### src/rtl/aasd_defs.svh
`ifndef AASD_DEFS_SVH
`define AASD_DEFS_SVH

// ==========================================================
// widths
`define AASD_DATA_W 8
`define AASD_ADDR_W 8
`define AASD_FLAG_W 4

// ==========================================================
// flag byte bit positions
`define AASD_FLAG_Z 0
`define AASD_FLAG_C 1
`define AASD_FLAG_AC 2
`define AASD_FLAG_OV 3

// ==========================================================
// reset values and constants
`define AASD_WORK_RST 8'h00
`define AASD_FLAGS_RST 4'h0
`define AASD_SP_RST 8'h00
`define AASD_SP_STEP 8'h02
`define AASD_ONE 8'h01
`define AASD_ZERO 8'h00

`endif

### src/rtl/aasd_pkg.sv
package aasd_pkg;

  // operations issued by the sequencer
  typedef enum logic [4:0] {
    AASD_OP_NOP,
    AASD_OP_XCH,
    AASD_OP_PUSH,
    AASD_OP_POP,
    AASD_OP_ADD_AI,
    AASD_OP_ADD_AM,
    AASD_OP_ADD_MA,
    AASD_OP_ADDC_AM,
    AASD_OP_ADDC_MA,
    AASD_OP_ADDC_A,
    AASD_OP_ADDC_M,
    AASD_OP_SUB_AI,
    AASD_OP_SUB_AM,
    AASD_OP_SUB_MA,
    AASD_OP_SUBC_AM,
    AASD_OP_SUBC_MA,
    AASD_OP_SUBC_A,
    AASD_OP_SUBC_M,
    AASD_OP_INC_M,
    AASD_OP_DEC_M,
    AASD_OP_CLEAR_M
  } aasd_op_e;

  typedef enum {
    AASD_ST_IDLE,
    AASD_ST_EXEC,
    AASD_ST_WB,
    AASD_ST_PUSH_HI,
    AASD_ST_POP_LO,
    AASD_ST_POP_HI
  } aasd_state_e;

endpackage

### src/rtl/aasd_datapath.sv
// Notes on behaviour
// - swap writes work register to memory, loads old byte; flags untouched
// - save stores flags and work register at stack top, then pointer plus 2
// - restore drops pointer by 2 first, then reloads flags and work register
// - add immediate into work register, updating all four flags
// - add memory byte, result to work register or memory, all flags
// - add with carry in of memory byte, result to either place, all flags
// - add carry alone to work register or memory byte, in place, all flags
// - subtract immediate via two's complement into work register, all flags
// - subtract work-minus-memory or memory-minus-work, result to minuend place
// - work register minus memory minus carry into work register, all flags
// - memory minus work register minus carry back into memory, all flags
// - subtract carry alone from work register or memory, in place, all flags
// - increment memory byte in place, updating all four flags
// - decrement memory byte in place, updating all four flags
// - clear writes zero to memory byte, flags untouched
// - work register is eight bits, bit 7 most significant
`timescale 1ns/1ps
`default_nettype none
`include "aasd_defs.svh"

module aasd_datapath
  import aasd_pkg::*;
(
  input wire logic clk_sys_i,
  input wire logic arst_n_i,
  // sequencer side
  input wire logic op_valid_i,
  input wire aasd_op_e op_code_i,
  input wire logic [7:0] op_addr_i,
  input wire logic [7:0] op_imm_i,
  output logic op_ready_o,
  output logic op_done_o,
  // stack pointer load
  input wire logic sp_load_i,
  input wire logic [7:0] sp_load_val_i,
  // state shown outward
  output logic [7:0] work_register_o,
  output logic [3:0] flags_o,
  output logic [7:0] stack_top_pointer_o,
  // data memory, combinational read of mem_addr_o
  output logic [7:0] mem_addr_o,
  output logic [7:0] mem_wdata_o,
  output logic mem_we_o,
  input wire logic [7:0] mem_rdata_i
);

  // ==========================================================
  // decode helpers
  function automatic logic dest_is_mem(input aasd_op_e op);
    case (op)
      AASD_OP_ADD_MA, AASD_OP_ADDC_MA, AASD_OP_ADDC_M, AASD_OP_SUB_MA,
      AASD_OP_SUBC_MA, AASD_OP_SUBC_M, AASD_OP_INC_M, AASD_OP_DEC_M: dest_is_mem = 1'b1;
      default: dest_is_mem = 1'b0;
    endcase
  endfunction

  function automatic logic is_arith(input aasd_op_e op);
    case (op)
      AASD_OP_NOP, AASD_OP_XCH, AASD_OP_PUSH, AASD_OP_POP,
      AASD_OP_CLEAR_M: is_arith = 1'b0;
      default: is_arith = 1'b1;
    endcase
  endfunction

  // ==========================================================
  // state
  aasd_state_e state_q, state_d;
  aasd_op_e op_q;
  logic [7:0] work_q;
  logic [3:0] flags_q;
  logic [7:0] addr_q;
  logic [7:0] imm_q;
  logic [7:0] wdata_q;
  logic we_q;
  logic done_q;
  logic [7:0] pop_work_q;
  logic [7:0] sp;

  wire logic accept = (state_q == AASD_ST_IDLE) && op_valid_i && (op_code_i != AASD_OP_NOP);
  wire logic sp_up = (state_q == AASD_ST_PUSH_HI);
  wire logic sp_down = accept && (op_code_i == AASD_OP_POP);

  aasd_stack_ptr u_sp (
    .clk_sys_i(clk_sys_i),
    .arst_n_i(arst_n_i),
    .load_i(sp_load_i),
    .load_val_i(sp_load_val_i),
    .step_up_i(sp_up),
    .step_down_i(sp_down),
    .sp_o(sp)
  );

  // ==========================================================
  // operand selection
  wire logic carry = flags_q[`AASD_FLAG_C];
  wire logic mem_first = dest_is_mem(op_q);
  wire logic op_sub = (op_q == AASD_OP_SUB_AI) || (op_q == AASD_OP_SUB_AM) ||
                      (op_q == AASD_OP_SUB_MA) || (op_q == AASD_OP_SUBC_AM) ||
                      (op_q == AASD_OP_SUBC_MA) || (op_q == AASD_OP_SUBC_A) ||
                      (op_q == AASD_OP_SUBC_M) || (op_q == AASD_OP_DEC_M);
  wire logic op_cy_add = (op_q == AASD_OP_ADDC_AM) || (op_q == AASD_OP_ADDC_MA) ||
                         (op_q == AASD_OP_ADDC_A) || (op_q == AASD_OP_ADDC_M);
  wire logic op_cy_sub = (op_q == AASD_OP_SUBC_AM) || (op_q == AASD_OP_SUBC_MA) ||
                         (op_q == AASD_OP_SUBC_A) || (op_q == AASD_OP_SUBC_M);
  wire logic carry_only = (op_q == AASD_OP_ADDC_A) || (op_q == AASD_OP_ADDC_M) ||
                          (op_q == AASD_OP_SUBC_A) || (op_q == AASD_OP_SUBC_M);
  wire logic imm_form = (op_q == AASD_OP_ADD_AI) || (op_q == AASD_OP_SUB_AI);
  wire logic unit_form = (op_q == AASD_OP_INC_M) || (op_q == AASD_OP_DEC_M);

  // memory-destination forms take the memory byte as first operand
  wire logic [7:0] alu_a = mem_first ? mem_rdata_i : work_q;
  wire logic [7:0] alu_b = imm_form ? imm_q :
                           carry_only ? `AASD_ZERO :
                           unit_form ? `AASD_ONE :
                           mem_first ? work_q : mem_rdata_i;
  // subtraction without borrow feeds a carry in of one
  wire logic alu_cin = op_cy_add ? carry :
                       op_cy_sub ? ~carry :
                       op_sub;

  logic [7:0] alu_sum;
  logic alu_z, alu_c, alu_ac, alu_ov;

  aasd_adder u_add (
    .a_i(alu_a),
    .b_i(alu_b),
    .cin_i(alu_cin),
    .sub_i(op_sub),
    .sum_o(alu_sum),
    .zero_o(alu_z),
    .carry_o(alu_c),
    .half_o(alu_ac),
    .ovf_o(alu_ov)
  );

  wire logic [3:0] alu_flags = {alu_ov, alu_ac, alu_c, alu_z};
  wire logic in_exec = (state_q == AASD_ST_EXEC);
  wire logic exec_arith = in_exec && is_arith(op_q);

  // ==========================================================
  // next state
  always_comb begin
    state_d = state_q;
    case (state_q)
      AASD_ST_IDLE: begin
        if (accept) begin
          case (op_code_i)
            AASD_OP_CLEAR_M, AASD_OP_PUSH: state_d = AASD_ST_WB;
            AASD_OP_POP: state_d = AASD_ST_POP_LO;
            default: state_d = AASD_ST_EXEC;
          endcase
        end
      end
      AASD_ST_EXEC: begin
        if ((op_q == AASD_OP_XCH) || dest_is_mem(op_q)) begin
          state_d = AASD_ST_WB;
        end else begin
          state_d = AASD_ST_IDLE;
        end
      end
      AASD_ST_WB: begin
        if (op_q == AASD_OP_PUSH) begin
          state_d = AASD_ST_PUSH_HI;
        end else begin
          state_d = AASD_ST_IDLE;
        end
      end
      AASD_ST_PUSH_HI: state_d = AASD_ST_IDLE;
      AASD_ST_POP_LO: state_d = AASD_ST_POP_HI;
      AASD_ST_POP_HI: state_d = AASD_ST_IDLE;
      default: state_d = AASD_ST_IDLE;
    endcase
  end

  // ==========================================================
  // control and memory port registers
  wire logic exec_to_wb = in_exec && (state_d == AASD_ST_WB);
  wire logic op_finish = (state_q != AASD_ST_IDLE) && (state_d == AASD_ST_IDLE);

  always_ff @(posedge clk_sys_i or negedge arst_n_i) begin
    if (!arst_n_i) begin
      state_q <= AASD_ST_IDLE;
      op_q <= AASD_OP_NOP;
      imm_q <= `AASD_ZERO;
      done_q <= 1'b0;
    end else begin
      state_q <= state_d;
      done_q <= op_finish;
      if (accept) begin
        op_q <= op_code_i;
        imm_q <= op_imm_i;
      end
    end
  end

  always_ff @(posedge clk_sys_i or negedge arst_n_i) begin
    if (!arst_n_i) begin
      addr_q <= `AASD_ZERO;
    end else if (accept) begin
      case (op_code_i)
        AASD_OP_PUSH: addr_q <= sp;
        AASD_OP_POP: addr_q <= sp - `AASD_SP_STEP;
        default: addr_q <= op_addr_i;
      endcase
    end else if ((state_q == AASD_ST_WB) || (state_q == AASD_ST_POP_LO)) begin
      addr_q <= addr_q + `AASD_ONE;
    end
  end

  always_ff @(posedge clk_sys_i or negedge arst_n_i) begin
    if (!arst_n_i) begin
      we_q <= 1'b0;
      wdata_q <= `AASD_ZERO;
    end else begin
      we_q <= 1'b0;
      if (accept && (op_code_i == AASD_OP_CLEAR_M)) begin
        we_q <= 1'b1;
        wdata_q <= `AASD_ZERO;
      end else if (accept && (op_code_i == AASD_OP_PUSH)) begin
        we_q <= 1'b1;
        wdata_q <= work_q;
      end else if ((state_q == AASD_ST_WB) && (op_q == AASD_OP_PUSH)) begin
        we_q <= 1'b1;
        wdata_q <= {4'h0, flags_q};
      end else if (exec_to_wb) begin
        we_q <= 1'b1;
        wdata_q <= (op_q == AASD_OP_XCH) ? work_q : alu_sum;
      end
    end
  end

  // ==========================================================
  // work register and flags
  always_ff @(posedge clk_sys_i or negedge arst_n_i) begin
    if (!arst_n_i) begin
      work_q <= `AASD_WORK_RST;
      flags_q <= `AASD_FLAGS_RST;
      pop_work_q <= `AASD_ZERO;
    end else begin
      if (in_exec && (op_q == AASD_OP_XCH)) begin
        work_q <= mem_rdata_i;
      end else if (exec_arith && !mem_first) begin
        work_q <= alu_sum;
      end else if (state_q == AASD_ST_POP_HI) begin
        work_q <= pop_work_q;
      end
      if (exec_arith) begin
        flags_q <= alu_flags;
      end else if (state_q == AASD_ST_POP_HI) begin
        flags_q <= mem_rdata_i[3:0];
      end
      if (state_q == AASD_ST_POP_LO) begin
        pop_work_q <= mem_rdata_i;
      end
    end
  end

  // ==========================================================
  // outputs
  assign op_ready_o = (state_q == AASD_ST_IDLE);
  assign op_done_o = done_q;
  assign work_register_o = work_q;
  assign flags_o = flags_q;
  assign stack_top_pointer_o = sp;
  assign mem_addr_o = addr_q;
  assign mem_wdata_o = wdata_q;
  assign mem_we_o = we_q;

endmodule

`default_nettype wire

### src/rtl/aasd_adder.sv
`timescale 1ns/1ps
`default_nettype none
`include "aasd_defs.svh"

module aasd_adder (
  input wire logic [7:0] a_i,
  input wire logic [7:0] b_i,
  input wire logic cin_i,
  input wire logic sub_i,
  output logic [7:0] sum_o,
  output logic zero_o,
  output logic carry_o,
  output logic half_o,
  output logic ovf_o
);

  // ==========================================================
  // two's complement add; borrow flags are inverted carries
  wire logic [7:0] b_eff = sub_i ? ~b_i : b_i;
  wire logic [8:0] full_sum = {1'b0, a_i} + {1'b0, b_eff} + {8'h00, cin_i};
  wire logic [4:0] low_sum = {1'b0, a_i[3:0]} + {1'b0, b_eff[3:0]} + {4'h0, cin_i};

  assign sum_o = full_sum[7:0];
  assign zero_o = (full_sum[7:0] == `AASD_ZERO);
  assign carry_o = full_sum[8] ^ sub_i;
  assign half_o = low_sum[4] ^ sub_i;
  assign ovf_o = (a_i[7] == b_eff[7]) && (full_sum[7] != a_i[7]);

endmodule

`default_nettype wire

### src/rtl/aasd_stack_ptr.sv
`timescale 1ns/1ps
`default_nettype none
`include "aasd_defs.svh"

module aasd_stack_ptr (
  input wire logic clk_sys_i,
  input wire logic arst_n_i,
  input wire logic load_i,
  input wire logic [7:0] load_val_i,
  input wire logic step_up_i,
  input wire logic step_down_i,
  output logic [7:0] sp_o
);

  logic [7:0] sp_q;
  logic [7:0] sp_d;

  // ==========================================================
  // pointer update; load has priority over steps
  assign sp_d = load_i ? load_val_i :
                step_up_i ? sp_q + `AASD_SP_STEP :
                step_down_i ? sp_q - `AASD_SP_STEP :
                sp_q;

  always_ff @(posedge clk_sys_i or negedge arst_n_i) begin
    if (!arst_n_i) begin
      sp_q <= `AASD_SP_RST;
    end else begin
      sp_q <= sp_d;
    end
  end

  assign sp_o = sp_q;

endmodule

`default_nettype wire

### config.mk
export PLATFORM = sky130hd
export DESIGN_NAME = aasd_datapath
export DESIGN_NICKNAME = d
export VERILOG_FILES = /design/src/rtl/aasd_pkg.sv /design/src/rtl/aasd_datapath.sv /design/src/rtl/aasd_adder.sv /design/src/rtl/aasd_stack_ptr.sv
export VERILOG_INCLUDE_DIRS = /design/src /design/src/rtl
export SDC_FILE = /design/constraint.sdc
export NUM_CORES = 1
export LEC_CHECK = 0
export BUFFER_PORTS_ARGS = -buffer_cell sky130_fd_sc_hd__buf_2
export CORE_ASPECT_RATIO = 0.6
export CORE_UTILIZATION = 62
export DETAILED_ROUTE_END_ITERATION = 10
export GPL_TIMING_DRIVEN = 0
export PLACE_DENSITY = 0.84
export SLEW_MARGIN = 25
export SYNTH_ARGS = -nofsm -noshare
export SYNTH_HDL_FRONTEND = slang
export SYNTH_SLANG_ARGS = --single-unit
### constraint.sdc
create_clock -name clk_sys_i -period 11.8 [get_ports clk_sys_i]
set_input_delay 1.18 -clock clk_sys_i [delete_from_list [all_inputs] [get_ports clk_sys_i]]
set_output_delay 1.18 -clock clk_sys_i [all_outputs]
set_load 0.01 [all_outputs]
* Word level (Yosys, flattened, before mapping)
Memories as Yosys holds them, arrays and structs flattened. Cells that the tools add are included.
Word-level totals: flip-flop bits (word level) 91, ROM bits 64, input bits 41, output and inout bits 39, word-level logic and storage cells 138, memories kept 2
Cells by class: add/subtract/negate cells 7, eq/ne operators 32, muxes and demuxes 35, bitwise logic cells 4, reduce and logical (&&, ||, !) cells 47
Memory list:
- (name not given) | words 32, width 1, read ports 1, clocked after memory_dff 0, wr ports 0, line aasd_datapath.sv:51 | case (op)
- (name not given) | words 32, width 1, read ports 1, clocked after memory_dff 0, wr ports 0, line aasd_datapath.sv:51
Operators by type and width (count):
- $mux 8 | 19
- $eq 32x3->1 const B | 4
- $pmux 32 s4 | 1
- $logic_not 32->1 | 3
- $eq 32x2->1 const B | 2
- $eq 32x4->1 const B | 2
- $eq 5x4->1 const B | 8
- $eq 32x1->1 const B | 1
- $mux 32 | 1
- $reduce_bool 32->1 | 1
- $eq 5x5->1 const B | 6
- $eq 5x2->1 const B | 4
- $logic_or 1x1->1 | 20
- $pmux 8 s2 | 1
- $logic_and 1x1->1 | 12
- $eq 5x3->1 const B | 2
- $add 8x8->9 | 1
- $add 9x1->9 | 1
- $add 8x1->8 const B | 1
- $add 8x2->8 const B | 1
- $logic_not 8->1 | 1
- $mux 1 | 8
- $mux 4 | 2
- $not 8->8 | 1
- 18 further kinds | 22

* Longest topological paths before layout
word-level depth 16, depth in mapped cells 16, mapped depth without buffers 14

* Cells and area by module
A second synthesis with hierarchy kept.
Second synthesis, totals: cell total of the unflattened synthesis 576, area, all modules 5413.9 µm²
By module, submodules not included:
- aasd_datapath | times used 1, cells an instance 464, area an instance 4389.2 µm², sequential area each 2077.0 µm²
- aasd_stack_ptr | times used 1, cells an instance 61, area an instance 593.1 µm², sequential area each 200.2 µm²
- aasd_adder | times used 1, cells an instance 51, area an instance 431.7 µm², sequential area each 0.0 µm²

* Worst setup path after synthesis
Ideal clock, no wire load.
path type register to register, start register op_q[2], end register flags_q[0] (netlist: flags_o[0]), setup time 94 ps, data arrival time 3963 ps, required time 11706 ps, path slack 7743 ps, stages on the path, launching flop included 16, path buffers 1, clock period less this slack 4057 ps, path through dfrtp_1 and3b_1 o21ai_0 and3_1 clkbuf_1 mux2i_1 o21ai_0 xor2_1 fa_1 fa_1 a21oi_1 o21ba_2 xor2_1 o2111ai_1 or3_1 a211oi_1
On the way: word-level cells in the longest chain between the ends 13, elaborated cells on any way between the ends 55, those cells by class 2 x add/sub; 18 x eq/ne; 10 x mux; 1 x bitwise; 23 x reduce/logical; 1 x memory
RTL lines:
- from (decl) | line aasd_datapath.sv:69 | aasd_op_e op_q;
- from (signal assigned) | line aasd_datapath.sv:191 | op_q <= op_code_i;
- branches (longest 13 deep; another with $add 8x8->9)
- to (signal assigned) | line aasd_datapath.sv:238 | flags_q <= `AASD_FLAGS_RST;
- to (signal assigned) | line aasd_datapath.sv:249 | flags_q <= alu_flags;
- to (signal assigned) | line aasd_datapath.sv:251 | flags_q <= mem_rdata_i[3:0];
- to (decl) | line aasd_datapath.sv:71 | logic [3:0] flags_q;
Parallel ways; which one is timed is not known. A chain may end at the register's enable or synchronous reset.

* Worst setup path in the final report
start register op_q[4], end register flags_q[0] (netlist: flags_o[0])
The elaborated chain is that of the path after synthesis.

==> report_table.html <==
<table>
<tr><th>Metric</th><th>Value</th></tr>
<tr><th colspan="2">Status</th></tr>
<tr><td>Run status</td><td>finished clean</td></tr>
<tr><th colspan="2">Synth</th></tr>
<tr><td>Ys Warns</td><td>0</td></tr>
<tr><td>Dominant synthesized flop cell</td><td>sky130_fd_sc_hd__dfrtp_1</td></tr>
<tr><td>Synthesized-area fraction occupied by and/or/nand/nor cells</td><td>20.73%</td></tr>
<tr><td>Area share of fa/ha/maj cells after synthesis</td><td>3.068%</td></tr>
<tr><td>Synthesized-area fraction occupied by ao, oa, aoi and oai cells</td><td>15.22%</td></tr>
<tr><td>Number of synthesized flops with an enable pin</td><td>0</td></tr>
<tr><td>Unique masters post-synth</td><td>69</td></tr>
<tr><td>Flop and latch count out of synthesis</td><td>91</td></tr>
<tr><td>Synthesized instance count</td><td>515</td></tr>
<tr><td>Average cell area after synthesis</td><td>10.45 µm²</td></tr>
<tr><td>Dominant combinational cell family by area after synthesis</td><td>simple AND/OR/NAND/NOR gates</td></tr>
<tr><td>Xor and xnor fraction of the mapped netlist area</td><td>5.043%</td></tr>
<tr><td>Area of the mapped netlist</td><td>5384 µm²</td></tr>
<tr><td>Portion of netlist area occupied by mux cells</td><td>10.60%</td></tr>
<tr><td>Register area share after synthesis</td><td>42.30%</td></tr>
<tr><td>Share of synthesized flip-flops with an asynchronous set or reset</td><td>100.0%</td></tr>
<tr><th colspan="2">Placed design</th></tr>
<tr><td>Placed cell area</td><td>6060 µm²</td></tr>
<tr><td>Weighted congestion at the end of routability-driven global placement</td><td>0.9976</td></tr>
<tr><td>PortBufs</td><td>79</td></tr>
<tr><td>Number of placed instances, taps included</td><td>731</td></tr>
<tr><td>Pre-CTS worst setup slack</td><td>7.083 ns</td></tr>
<tr><td>Detailed placer's ending HPWL</td><td>10700 µm</td></tr>
<tr><th colspan="2">Worst setup path</th></tr>
<tr><td>Required time of the critical path</td><td>12.06 ns</td></tr>
<tr><td>Reg-to-reg critical path startpoint</td><td>op_q[4]$_DFFE_PN0P_</td></tr>
<tr><td>Element type at the critical path start</td><td>flop</td></tr>
<tr><td>Cell breakdown of the critical path</td><td>clkbuf_1, nor2b_1, nand3b_1, nand3_1, clkbuf_1, mux2_2, fa_1, fa_1, a21oi_1, o21ba_2, xor2_1, o2111ai_1, or3_1, a211oi_1</td></tr>
<tr><td>R2r setup slk</td><td>6.98 ns</td></tr>
<tr><td>Worst Path Arrival</td><td>5.09 ns</td></tr>
<tr><td>Slowest library cell on the worst path</td><td>sky130_fd_sc_hd__fa_1</td></tr>
<tr><td>Endpoint of the lowest-slack register-to-register path</td><td>flags_o[0]$_DFFE_PN0P_</td></tr>
<tr><td>Type of element capturing the critical path</td><td>flop</td></tr>
<tr><td>Critical setup path kind</td><td>reg2reg</td></tr>
<tr><td>Worst stage delay on the critical path</td><td>0.50 ns</td></tr>
<tr><td>R2R cell count</td><td>14</td></tr>
<tr><td>Largest fanout of any net on the critical path</td><td>10</td></tr>
<tr><th colspan="2">Final layout</th></tr>
<tr><td>Most frequent cells in the layout</td><td>sky130_fd_sc_hd__dfrtp_1, sky130_fd_sc_hd__buf_2, sky130_fd_sc_hd__nand2_1</td></tr>
<tr><td>Layout cells sized above 1</td><td>25.82%</td></tr>
<tr><td>Diode insertion count for antenna repair</td><td>0</td></tr>
<tr><td>Finished Core Util</td><td>78.51%</td></tr>
<tr><td>Area of the multi-input gates</td><td>3058 µm²</td></tr>
<tr><td>Most common cell after layout, fill and taps aside</td><td>sky130_fd_sc_hd__dfrtp_1</td></tr>
<tr><td>Post-layout net count</td><td>687</td></tr>
<tr><td>Count of filler cells inserted in the layout</td><td>523</td></tr>
<tr><td>Area occupied by registers</td><td>2277 µm²</td></tr>
<tr><td>Area growth from synthesis to final layout</td><td>18.59%</td></tr>
<tr><td>Post-route insts no fill</td><td>747</td></tr>
<tr><td>Final non-filler cell area</td><td>6385 µm²</td></tr>
<tr><th colspan="2">Detailed routing</th></tr>
<tr><td>DRC viols</td><td>0</td></tr>
<tr><td>Ratio of routed vias to standard cells</td><td>6.305</td></tr>
<tr><td>Detailed-route wire length</td><td>14430 µm</td></tr>
<tr><td>Antenna-violating nets left</td><td>0</td></tr>
<tr><td>Initial drt markers</td><td>425</td></tr>
<tr><td>Vias</td><td>4710</td></tr>
<tr><td>Router iterations before antenna repair</td><td>5</td></tr>
<tr><td>Mean routed wirelength per cell</td><td>19.32 µm</td></tr>
<tr><th colspan="2">Die</th></tr>
<tr><td>Die Wd</td><td>122.3 µm</td></tr>
<tr><td>Row cnt</td><td>25</td></tr>
<tr><td>Die Height</td><td>74.18 µm</td></tr>
<tr><td>Die area</td><td>9073 µm²</td></tr>
<tr><td>Starting utilization of the core area</td><td>66.20%</td></tr>
<tr><td>Count of pins on the block boundary</td><td>80</td></tr>
<tr><td>Core Region</td><td>8133 µm²</td></tr>
<tr><th colspan="2">Clocking</th></tr>
<tr><td>Number of H-tree branching levels</td><td>3</td></tr>
<tr><td>Clock latency of the later-clocked register in the worst-skew pair</td><td>0.35 ns</td></tr>
<tr><td>CTS Hold Bufs</td><td>0</td></tr>
<tr><td>Deepest clock path buffer count</td><td>2</td></tr>
<tr><td>Post-CTS Setup Inserts</td><td>0</td></tr>
<tr><td>Clk pin slew, worst setup/hold paths</td><td>0.07 ns</td></tr>
<tr><td>Sink count of the clock tree</td><td>91</td></tr>
<tr><td>CTS buffer count</td><td>9</td></tr>
<tr><td>Clock tree from TritonCTS</td><td>built</td></tr>
<tr><td>Count of instances resized after the clock tree is built</td><td>0</td></tr>
<tr><td>Clock root buffer</td><td>sky130_fd_sc_hd__clkbuf_16</td></tr>
<tr><th colspan="2">STA</th></tr>
<tr><td>Post-route clock period utilization</td><td>40.89%</td></tr>
<tr><td>Worst-margin pin slew</td><td>0.8767 ns</td></tr>
<tr><td>Min setup slack post-route</td><td>6.976 ns</td></tr>
<tr><td>Max-slew headroom</td><td>41.55%</td></tr>
<tr><td>Final Hold Vio Count</td><td>0</td></tr>
<tr><td>Pins over their slew limit</td><td>0</td></tr>
<tr><td>Hold Worst Slack</td><td>0.4950 ns</td></tr>
<tr><td>Setup violation total in the final timing report</td><td>0</td></tr>
<tr><td>Setup TNS</td><td>0 ns</td></tr>
<tr><td>Final critical path time including I/O delays and setup</td><td>4.824 ns</td></tr>
<tr><td>Max Clk Rate</td><td>0.2073 GHz</td></tr>
<tr><td>Unrepaired setup endpoints after global routing</td><td>no</td></tr>
<tr><td>Clock skew after layout</td><td>0.01031 ns</td></tr>
<tr><th colspan="2">GRT</th></tr>
<tr><td>Vias in the first global route</td><td>4316</td></tr>
<tr><td>Largest net degree at the start of global routing</td><td>71</td></tr>
<tr><td>Residual overflow from global routing</td><td>0</td></tr>
<tr><td>Initial antenna violation count</td><td>0</td></tr>
<tr><td>Global-route wire length before repair</td><td>22290 µm</td></tr>
<tr><td>Combined global-route utilization of all metal layers</td><td>33.42%</td></tr>
<tr><th colspan="2">Worst hold path</th></tr>
<tr><td>Worst Hold Class</td><td>reg2reg</td></tr>
<tr><td>Worst Hold Launch</td><td>mem_wdata_o[6]$_DFFE_PN0P_</td></tr>
<tr><td>End point of the most critical hold path</td><td>mem_wdata_o[6]$_DFFE_PN0P_</td></tr>
<tr><td>Hold depth</td><td>2</td></tr>
<tr><th colspan="2">Pwr</th></tr>
<tr><td>Switching Share</td><td>29.14%</td></tr>
<tr><td>Part of the total power dissipated in sequential elements</td><td>41.2%</td></tr>
<tr><td>Static Leak</td><td>2.875 nW</td></tr>
<tr><td>Total power</td><td>810.8 µW</td></tr>
<tr><td>Combinational cell fraction of total power</td><td>19.6%</td></tr>
<tr><td>Maximum resistive drop on vdd</td><td>100.1 µV</td></tr>
<tr><td>Cell internal power dissipation</td><td>574.6 µW</td></tr>
<tr><td>Pwr dens</td><td>127.0 nW/µm²</td></tr>
<tr><td>Net Switching</td><td>236.2 µW</td></tr>
<tr><td>Clk pwr share</td><td>39.2%</td></tr>
<tr><th colspan="2">Flow run</th></tr>
<tr><td>Number of maximum-capacitance violations</td><td>0</td></tr>
</table>
## cell families (layout without fill, tap and decap cells)
| kind of cell | after synthesis | after routing |
|---|---|---|
| other | 1 | 29 |
| AOI/OAI and AO/OA | 116 | 116 |
| muxes | 53 | 53 |
| DFF | 91 | 91 |
| and+or+nand+nor | 178 | 178 |
| xor gates and xnor gates | 31 | 31 |
| buffers and inverters | 33 | 129 |
| adders and majority gates | 12 | 12 |
## cells in the mapped netlist (all sizes together), types with 10 or more instances
cell type	number	area share (%)
xor2	22	3.6
nand3	16	1.5
nor4	21	4.2
a21oi	16	1.5
nand2	40	2.9
o21ai	37	3.6
dfrtp	91	42
inv	10	0.70
clkbuf	14	0.98
nor3	18	2.2
o211ai	11	1.5
ha	10	2.3
mux2i	21	3.9
mux2	32	6.7
nor2	22	1.5
## cell type report
| class | instances | area share, % |
|---|---|---|
| buffer | 23 | 1.920 |
| clock buffer | 10 | 3.586 |
| clock inverter | 6 | 1.509 |
| inverter | 10 | 0.5879 |
| multi-input combinational | 419 | 47.89 |
| sequential | 91 | 35.67 |
| tap | 108 | 2.116 |
| timing repair buffer | 80 | 6.722 |
## state kept, by name (all words and copies together) (netlist names)
register,cells
op_q,5
state_q,32
work_register_o,8
u_sp.sp_o,8
op_done_o,1
flags_o,4
mem_addr_o,8
mem_we_o,1
mem_wdata_o,8
pop_work_q,8
imm_q,8
## worst max path at each step
stage                                    from                endpoint  depth (start not counted)
after global routing      op_q[2]$_DFFE_PN0P_  flags_o[0]$_DFFE_PN0P_                         15
final                     op_q[4]$_DFFE_PN0P_  flags_o[0]$_DFFE_PN0P_                         14
after floorplan           op_q[2]$_DFFE_PN0P_  flags_o[0]$_DFFE_PN0P_                         15
after global placement    op_q[2]$_DFFE_PN0P_  flags_o[0]$_DFFE_PN0P_                         15
after detailed placement  op_q[4]$_DFFE_PN0P_  flags_o[0]$_DFFE_PN0P_                         16
after CTS                 op_q[4]$_DFFE_PN0P_  flags_o[0]$_DFFE_PN0P_                         16
## critical path: cells and delay by family, from the launching register on
family	cells	cell delay [ns]
compound gates	4	0.88
xor+xnor	1	0.28
fa+ha+maj	2	0.94
buf+inv	2	0.82
flops	1	0.36
mux	1	0.42
simple gates	4	1.05
## layer usage
layer / wire length (µm) / global-route usage [%]
met5: 0 / 0
met4: 279 / 10.30
met3: 1445 / 11.12
met2: 6145 / 47.13
met1: 6558 / 48.68
## power by group through the flow
stage          Combinational, mW  Sequential, mW  Clock [mW]
6_report                   0.159           0.334       0.318
5_1_grt                    0.172           0.336       0.328
4_1_cts                    0.154           0.334       0.318
3_5_place_dp               0.152           0.340           0
3_3_place_gp               0.146           0.339           0
2_1_floorplan             0.0986           0.340           0
No activity file was read; power rests on OpenSTA's default activity.
